File: config.mk
export PLATFORM = sky130hd
export DESIGN_NAME = status_reporting_unit
export DESIGN_NICKNAME = d
export VERILOG_FILES = /design/src/status_reporting_pkg.sv /design/src/status_reporting_unit.sv
export VERILOG_INCLUDE_DIRS = /design/src
export SDC_FILE = /design/constraint.sdc
export NUM_CORES = 1
export LEC_CHECK = 0
export BUFFER_PORTS_ARGS = -buffer_cell sky130_fd_sc_hd__buf_4
export CAP_MARGIN = 40
export CORE_ASPECT_RATIO = 1.1
export CORE_MARGIN = 8
export CORE_UTILIZATION = 50
export CTS_CLUSTER_SIZE = 8
export DETAILED_ROUTE_END_ITERATION = 8
export GPL_ROUTABILITY_DRIVEN = 1
export PLACE_DENSITY = 0.7
export REMOVE_ABC_BUFFERS = 1
export SLEW_MARGIN = 30
export SYNTH_ARGS = -nofsm -noshare
export SYNTH_HDL_FRONTEND = slang
export SYNTH_SLANG_ARGS = --single-unit
File: constraint.sdc
create_clock -name mclk_in -period 2.6 [get_ports mclk_in]
set_input_delay 0.13 -clock mclk_in [delete_from_list [all_inputs] [get_ports mclk_in]]
set_output_delay 0.13 -clock mclk_in [all_outputs]
set_load 0.005 [all_outputs]
File: src/status_reporting_defs.svh
`ifndef STATUS_REPORTING_DEFS_SVH
`define STATUS_REPORTING_DEFS_SVH

// ==========================================================
// Access select codes
`define SEL_OPER_COND   4'h0
`define SEL_OPER_EVENT  4'h1
`define SEL_OPER_ENABLE 4'h2
`define SEL_QUES_COND   4'h3
`define SEL_QUES_EVENT  4'h4
`define SEL_QUES_ENABLE 4'h5
`define SEL_STD_COND    4'h6
`define SEL_STD_EVENT   4'h7
`define SEL_STD_ENABLE  4'h8
`define SEL_STB         4'h9
`define SEL_STB_EVENT   4'ha
`define SEL_SRQ_ENABLE  4'hb

// ==========================================================
// Operation bit positions
`define OPER_SETTLING   1
`define OPER_WAIT_TRIG  5
`define OPER_TRANS_ARM  6
`define OPER_CONST_V    8
`define OPER_TRANS_DONE 9
`define OPER_CONST_C    10
`define OPER_SAMPLE     11
`define OPER_LIST_DONE  12
`define OPER_LIST_RUN   14

// Operation bits that read as zero in the condition register
`define OPER_HIDE_MASK  16'h1200

// ==========================================================
// Questionable bit positions
`define QUES_CURR_MODE  0
`define QUES_VOLT_MODE  1
`define QUES_THERMAL    3
`define QUES_SLAVE      6
`define QUES_VPROT      12
`define QUES_CPROT      13
`define QUES_SINK       14

// ==========================================================
// Status byte bit positions
`define STB_QUES_SUM    3
`define STB_MSG_AVAIL   4
`define STB_STD_SUM     5
`define STB_RQS         6
`define STB_OPER_SUM    7
`define STB_RQS_MASK    8'hbf

// ==========================================================
// Reset values
`define WORD_RESET      16'h0000
`define BYTE_RESET      8'h00

`endif

File: src/status_reporting_pkg.sv
// ==========================================================
// Shared types
package status_reporting_pkg;
  typedef logic [15:0] word_t;
  typedef logic [7:0]  byte_t;
  typedef logic [3:0]  sel_t;
endpackage

File: src/status_reporting_unit.sv
`timescale 1ns/1ns
`include "status_reporting_defs.svh"


module status_reporting_unit (
  // Clock and reset
  input  wire logic                      mclk_in,
  input  wire logic                      rstn_in,
  // Supply status pins
  input  wire logic                      settling_in,
  input  wire logic                      trig_enabled_in,
  input  wire logic                      trig_external_in,
  input  wire logic                      trig_pin_in,
  input  wire logic                      trans_armed_in,
  input  wire logic                      trans_done_in,
  input  wire logic                      const_volt_in,
  input  wire logic                      const_curr_in,
  input  wire logic                      sample_done_in,
  input  wire logic                      list_done_in,
  input  wire logic                      list_running_in,
  input  wire logic                      thermal_fault_in,
  input  wire logic                      slave_fault_in,
  input  wire logic                      volt_prot_in,
  input  wire logic                      curr_prot_in,
  input  wire logic                      sinking_in,
  // Parser side status
  input  wire status_reporting_pkg::byte_t std_cond_in,
  input  wire logic                      err_queue_nonempty_in,
  input  wire logic                      reply_avail_in,
  // Register access port
  input  wire status_reporting_pkg::sel_t  acc_sel_in,
  input  wire logic                      acc_wr_in,
  input  wire logic                      acc_rd_in,
  input  wire status_reporting_pkg::word_t acc_wdata_in,
  output      status_reporting_pkg::word_t acc_rdata_out,
  output      logic                      acc_rvalid_out,
  // Host bus side
  output      status_reporting_pkg::byte_t status_byte_out,
  output      logic                      srq_out
);
  import status_reporting_pkg::*;

  // ==========================================================
  // Pin synchronisers

  localparam int PIN_W = 16;

  logic [PIN_W-1:0] pin_raw;
  logic [PIN_W-1:0] pin_meta;
  logic [PIN_W-1:0] pin_sync;

  // Gather the asynchronous pins into one vector
  assign pin_raw = {settling_in, trig_enabled_in, trig_external_in,
                    trig_pin_in, trans_armed_in, trans_done_in,
                    const_volt_in, const_curr_in, sample_done_in,
                    list_done_in, list_running_in, thermal_fault_in,
                    slave_fault_in, volt_prot_in, curr_prot_in,
                    sinking_in};

  // Two stages; only the second stage is read by logic
  always_ff @(posedge mclk_in) begin
    if (!rstn_in) begin
      pin_meta <= '0;
      pin_sync <= '0;
    end else begin
      pin_meta <= pin_raw;
      pin_sync <= pin_meta;
    end
  end

  logic s_settling, s_trig_en, s_trig_ext, s_trig_pin, s_armed;
  logic s_tdone, s_cv, s_cc, s_sample, s_ldone, s_lrun;
  logic s_thermal, s_slave, s_vprot, s_cprot, s_sink;

  assign {s_settling, s_trig_en, s_trig_ext, s_trig_pin, s_armed,
          s_tdone, s_cv, s_cc, s_sample, s_ldone, s_lrun,
          s_thermal, s_slave, s_vprot, s_cprot, s_sink} = pin_sync;

  // ==========================================================
  // Trigger wait flag

  logic trigger_wait_flag;

  // External source holds the flag while the trigger pin is low
  always_ff @(posedge mclk_in) begin
    if (!rstn_in) begin
      trigger_wait_flag <= 1'b0;
    end else begin
      trigger_wait_flag <= s_trig_en |
                           (trigger_wait_flag & s_trig_ext & ~s_trig_pin);
    end
  end

  // ==========================================================
  // Condition vectors

  word_t next_oper_cond;
  word_t next_ques_cond;

  // Unassigned positions stay zero
  always_comb begin
    next_oper_cond = `WORD_RESET;
    next_oper_cond[`OPER_SETTLING]   = s_settling;
    next_oper_cond[`OPER_WAIT_TRIG]  = trigger_wait_flag;
    next_oper_cond[`OPER_TRANS_ARM]  = s_armed;
    next_oper_cond[`OPER_LIST_RUN]   = s_lrun;
    next_oper_cond[`OPER_CONST_V]    = s_cv;
    next_oper_cond[`OPER_CONST_C]    = s_cc;
    next_oper_cond[`OPER_TRANS_DONE] = s_tdone;
    next_oper_cond[`OPER_LIST_DONE]  = s_ldone;
    next_oper_cond[`OPER_SAMPLE]     = s_sample;
  end

  always_comb begin
    next_ques_cond = `WORD_RESET;
    next_ques_cond[`QUES_CURR_MODE] = s_cc;
    next_ques_cond[`QUES_VOLT_MODE] = s_cv;
    next_ques_cond[`QUES_THERMAL]   = s_thermal;
    next_ques_cond[`QUES_SLAVE]     = s_slave;
    next_ques_cond[`QUES_VPROT]     = s_vprot;
    next_ques_cond[`QUES_CPROT]     = s_cprot;
    next_ques_cond[`QUES_SINK]      = s_sink;
  end

  // ==========================================================
  // Condition registers

  word_t oper_cond;
  word_t ques_cond;
  byte_t std_cond;
  byte_t stb_cond;
  byte_t next_stb_cond;

  always_ff @(posedge mclk_in) begin
    if (!rstn_in) begin
      oper_cond <= `WORD_RESET;
      ques_cond <= `WORD_RESET;
      std_cond  <= `BYTE_RESET;
      stb_cond  <= `BYTE_RESET;
    end else begin
      oper_cond <= next_oper_cond;
      ques_cond <= next_ques_cond;
      std_cond  <= std_cond_in;
      stb_cond  <= next_stb_cond;
    end
  end

  // ==========================================================
  // Access decode

  logic rd_oper_ev, rd_ques_ev, rd_std_ev, rd_stb_ev;

  assign rd_oper_ev = acc_rd_in && (acc_sel_in == `SEL_OPER_EVENT);
  assign rd_ques_ev = acc_rd_in && (acc_sel_in == `SEL_QUES_EVENT);
  assign rd_std_ev  = acc_rd_in && (acc_sel_in == `SEL_STD_EVENT);
  assign rd_stb_ev  = acc_rd_in && (acc_sel_in == `SEL_STB_EVENT);

  // ==========================================================
  // Event registers

  word_t oper_event;
  word_t ques_event;
  byte_t std_event;
  byte_t stb_event;

  // A rise in the reading cycle survives the clear
  always_ff @(posedge mclk_in) begin
    if (!rstn_in) begin
      oper_event <= `WORD_RESET;
      ques_event <= `WORD_RESET;
      std_event  <= `BYTE_RESET;
      stb_event  <= `BYTE_RESET;
    end else begin
      oper_event <= (oper_event & ~{16{rd_oper_ev}}) |
                    (next_oper_cond & ~oper_cond);
      ques_event <= (ques_event & ~{16{rd_ques_ev}}) |
                    (next_ques_cond & ~ques_cond);
      std_event  <= (std_event & ~{8{rd_std_ev}}) |
                    (std_cond_in & ~std_cond);
      stb_event  <= (stb_event & ~{8{rd_stb_ev}}) |
                    (next_stb_cond & ~stb_cond);
    end
  end

  // ==========================================================
  // Enable registers

  word_t oper_enable;
  word_t ques_enable;
  byte_t std_enable;
  byte_t srq_enable;

  // Only the enables are writable; other selects ignore writes
  always_ff @(posedge mclk_in) begin
    if (!rstn_in) begin
      oper_enable <= `WORD_RESET;
      ques_enable <= `WORD_RESET;
      std_enable  <= `BYTE_RESET;
      srq_enable  <= `BYTE_RESET;
    end else if (acc_wr_in) begin
      unique case (acc_sel_in)
        `SEL_OPER_ENABLE: oper_enable <= acc_wdata_in;
        `SEL_QUES_ENABLE: ques_enable <= acc_wdata_in;
        `SEL_STD_ENABLE:  std_enable  <= acc_wdata_in[7:0];
        `SEL_SRQ_ENABLE:  srq_enable  <= acc_wdata_in[7:0];
        default: ;
      endcase
    end
  end

  // ==========================================================
  // Summaries and status byte

  logic oper_sum;
  logic ques_sum;
  logic std_sum;
  logic rqs_sum;

  assign oper_sum = |(oper_event & oper_enable);
  assign ques_sum = |(ques_event & ques_enable);
  assign std_sum  = |(std_event & std_enable);

  // Bit 3 low only when no error queued and no questionable summary
  always_comb begin
    next_stb_cond = `BYTE_RESET;
    next_stb_cond[`STB_QUES_SUM]  = ques_sum | err_queue_nonempty_in;
    next_stb_cond[`STB_MSG_AVAIL] = reply_avail_in;
    next_stb_cond[`STB_STD_SUM]   = std_sum;
    next_stb_cond[`STB_OPER_SUM]  = oper_sum;
    next_stb_cond[`STB_RQS]       = 1'b0;
  end

  // Bit 6 excluded from its own term to avoid a feedback loop
  assign rqs_sum = |(next_stb_cond & srq_enable & `STB_RQS_MASK);

  // ==========================================================
  // Host bus outputs

  // Registered: the line trails the summary by one cycle
  always_ff @(posedge mclk_in) begin
    if (!rstn_in) begin
      status_byte_out <= `BYTE_RESET;
      srq_out         <= 1'b0;
    end else begin
      status_byte_out <= next_stb_cond | ({7'h00, rqs_sum} << `STB_RQS);
      srq_out         <= rqs_sum;
    end
  end

  // ==========================================================
  // Read data

  word_t rd_value;
  byte_t stb_view;

  assign stb_view = stb_cond | ({7'h00, srq_out} << `STB_RQS);

  // Unmapped selects read as zero
  always_comb begin
    rd_value = `WORD_RESET;
    unique case (acc_sel_in)
      `SEL_OPER_COND:   rd_value = oper_cond & ~`OPER_HIDE_MASK;
      `SEL_OPER_EVENT:  rd_value = oper_event;
      `SEL_OPER_ENABLE: rd_value = oper_enable;
      `SEL_QUES_COND:   rd_value = ques_cond;
      `SEL_QUES_EVENT:  rd_value = ques_event;
      `SEL_QUES_ENABLE: rd_value = ques_enable;
      `SEL_STD_COND:    rd_value = {8'h00, std_cond};
      `SEL_STD_EVENT:   rd_value = {8'h00, std_event};
      `SEL_STD_ENABLE:  rd_value = {8'h00, std_enable};
      `SEL_STB:         rd_value = {8'h00, stb_view};
      `SEL_STB_EVENT:   rd_value = {8'h00, stb_event};
      `SEL_SRQ_ENABLE:  rd_value = {8'h00, srq_enable};
      default:          rd_value = `WORD_RESET;
    endcase
  end

  // Data is held until the next read
  always_ff @(posedge mclk_in) begin
    if (!rstn_in) begin
      acc_rdata_out  <= `WORD_RESET;
      acc_rvalid_out <= 1'b0;
    end else begin
      acc_rvalid_out <= acc_rd_in;
      if (acc_rd_in) begin
        acc_rdata_out <= rd_value;
      end
    end
  end

endmodule

==> results.cfg <==
[logic_synthesis]
synth_largest_type_area_fraction_pct = 52.08
syn_area_per_cell_um2 = 8.820
post_synth_main_area_contributors = dfxtp_1 (52%), nand2_1 (9.3%), a21oi_1 (5.7%)
post_synth_instance_area_um2 = 6650
fraction_of_synthesized_area_in_multiplexers_pct = 2.145
synth_most_common_cell = dfxtp_1
ys_warn_count = 0
synth_enable_flop_cells = 0
leading_cell_types_by_count_after_synthesis = dfxtp_1 (173), nand2_1 (165), a21oi_1 (76), and2_1 (57), o21ai_0 (37)
synth_xor_xnor_area_share_pct = 0
share_of_the_synthesized_area_in_compound_gates_ao_oa_aoi_oai_pct = 18.34
yosys_register_bits = 173
post_synth_fa_ha_maj_area_fraction_pct = 0
yosysSeqAreaShare_pct = 52.08
synthesis.instances = 754
synthSimpleGateAreaFrac_pct = 21.84
async_flop_share_pct = 0
synthDominantAreaCellType = dfxtp_1
unique_masters_post_synth = 50
synth_flop_type = dfxtp_1
main_combinational_cell_family_by_area_after_synthesis = simple AND/OR/NAND/NOR gates

[placement]
io_port_bufs = 72
place.gp.congestion = 0.9074
placed_cell_area_um2 = 7279
hpwlAfterDp_mm = 14.67

[clocking]
clk_pin_slew_ns = 0.07
ctsRootBufferMaster = clkbuf_16
clock_tree_from_tritoncts = built
cts_max_level = 4
cts_inserted_buffers = 17
clock_insertion_delay_worst_skew_ns = 0.43
cts.sinks = 173
clockBufferDepth = 2

[worst_setup_path]
critPathMaxStageDelay_ns = 0.56
critPathLaunchType = flop
regToRegStartpoint = oper_event[5]$_SDFF_PN0_
critPathArrivalTime_ns = 2.22
crit_buf_inv = 0
timing.critical_path.cells = a22o_1 > a221oi_1 > and4_1 > nand2b_1 > a31oi_1
worstPathRequired_ns = 2.91
crit_slowest_cell = a221oi_1
critical-path-top-delay-family = compound AO/OA/AOI/OAI gates
source_of_the_critical_timing_path = oper_event[5]$_SDFF_PN0_
worst_setup_path_end_kind = flop
timing.critical_path.fanout_max = 3
critPathKind = flop to flop

[timing]
final-setup-viol-count = 0
min_period_over_period_pct = 73.63
timing.slew.headroom_pct = 49.05
grt_setup_unrepaired = false
setup_total_negative_slack_ns = 0
worstMarginPinSlew_ns = 0.7607
maxClockFrequency_mhz = 522.3
worst_clock_skew_ns = 0.007173
report.final.slew_viol_count = 0
layout_min_cycle_time_ns = 1.914
hold_viol_final = 0

[final_layout]
post_layout_net_count = 907
flow.area_growth_from_synthesis_pct = 25.10
share_of_final_layout_standard_cells_stronger_than_drive_strength_1_pct = 15.88
layout.cell_area.non_filler_um2 = 8319
final_antenna_diode_count = 0

[pwr]
design_power_total_mw = 5.896
power-per-cell-area_nw_per_um2 = 708.7
peakVddDrop_v = 0.0004794
p_leak_nw = 3.326

[floorplan]
die_x_um = 126.0
floorplan.core_area_um2 = 13100
std_cell_rows = 44
floorplan.initialDensity_pct = 50.75
die-height_um = 137.0
io-pin-count = 76
design.die.area_um2 = 17250

[global_route]
global_route.usage.met2_pct = 38.96
first_global_vias = 5672
most_used_routing_layer_in_global_routing = met2
grt_max_degree = 65
grt.met3_usage_pct = 6.859
antenna_violations_before_repair = 0
met1_usage_pct = 28.71
grt.total_usage_pct = 24.33
grt_first_pass_wirelength_mm = 31.73
grt-ovfl-total = 0

[routing]
totalWireLength_mm = 20.77
ant_nets = 0
initialDrtViolationCount = 557
detail_route.wl_per_cell_um = 20.17
detail_route.drc_violations = 0
route.detailed.vias_per_inst = 5.764
detail_route.first_pass.iterations = 6
vias = 5937

[worst_hold_path]
min-delay-start = acc_wr_in
hp-class = input port to flop

[job]
drv_cap = 0

[status]
run_status = completed
-- logic make-up after synthesis --
| kind of cell | count (synthesis) |
|---|---|
| and+or+nand+nor | 295 |
| AOI/OAI and AO/OA | 195 |
| DFF | 173 |
| buffers and inverters | 79 |
| muxes | 11 |
| other | 1 |
-- path summary, 6_finish.rpt --
check                                   to  slack (ns)  depth (start not counted)
max          status_byte_out[6]$_SDFF_PN0_        0.69                          5
min             srq_enable[4]$_SDFFE_PN0P_         0.1                          3
max reg2reg  status_byte_out[6]$_SDFF_PN0_        0.69                          5
min reg2reg      oper_event[12]$_SDFF_PN0_        0.42                          1
-- power by group --
group / switching (mW) / internal [mW]
combinational: 0.229 / 0.179
sequential: 0.0568 / 2.73
clock: 1.06 / 1.64
-- placed cells by master (no fill, tap or decap), types with 5 or more instances in the layout --
master / synthesis / layout
a21oi_1: 76 / 76
a221oi_1: 5 / 5
a222oi_1: 5 / 5
a22o_1: 9 / 9
a22oi_1: 32 / 32
a31oi_1: 5 / 5
a32oi_1: 7 / 7
and2_1: 57 / 57
buf_4: 9 / 90
clkbuf_16: 0 / 17
dfxtp_1: 173 / 173
dlygate4sd3_1: 0 / 41
inv_1: 29 / 29
mux2_2: 6 / 6
nand2_1: 165 / 165
nand3_1: 26 / 26
nor2_1: 14 / 14
nor2b_1: 12 / 12
o21ai_0: 37 / 37
-- registers in the layout, indices dropped and copies added, names as in the netlist, 9 cells and up --
signal	flops
pin_meta	16
oper_event	16
acc_rdata_out	16
ques_enable	16
pin_sync	16
ques_event	16
oper_cond	9
oper_enable	16
-- worst register-to-register path, stage by stage, from the launching register on --
cell      delay, ns
dfxtp_1        0.37
a22o_1         0.21
a221oi_1       0.56
and4_1         0.43
nand2b_1       0.14
a31oi_1        0.07
-- metrics by stage --
| stage | hold WS, ns | worst slack, ns | std cells | utilization (%) |
|---|---|---|---|---|
| after floorplan | 0.2366 | 0.3661 | 707 | - |
| after global placement | 0.3257 | 0.7344 | 957 | 55.50 |
| after detailed placement | 0.3308 | 0.7450 | 958 | 55.56 |
| after CTS | 0.07859 | 0.7779 | 1030 | 63.49 |
| after global routing | 0.09762 | 0.7143 | 1030 | 63.49 |
| final | 0.09829 | 0.6856 | 1030 | 63.49 |
-- routing by layer --
metal / share of wire (%) / wire [um]
met1: 40 / 8308
met3: 8.6 / 1788
met4: 4.4 / 913
met5: 0 / 0
met2: 47 / 9760
-- final cells by class --
| cell class | instances | area (um2) |
|---|---|---|
| Sequential cell | 173 | 3463 |
| Multi-Input combinational cell | 504 | 2826 |
| Clock inverter | 12 | 186.4 |
| Inverter | 30 | 112.6 |
| Fill cell | 1145 | 4783 |
| Timing Repair Buffer | 131 | 1086 |
| Clock buffer | 19 | 442.9 |
| Tap cell | 161 | 201.4 |
-- timing repair --
item                      in CTS  in global routing
hold buffers                  41                  0
setup buffers                  0                  0
gates resized for setup        0                  0
hold endpoints to repair      75                  0
Power figures use the tool's default switching activity.
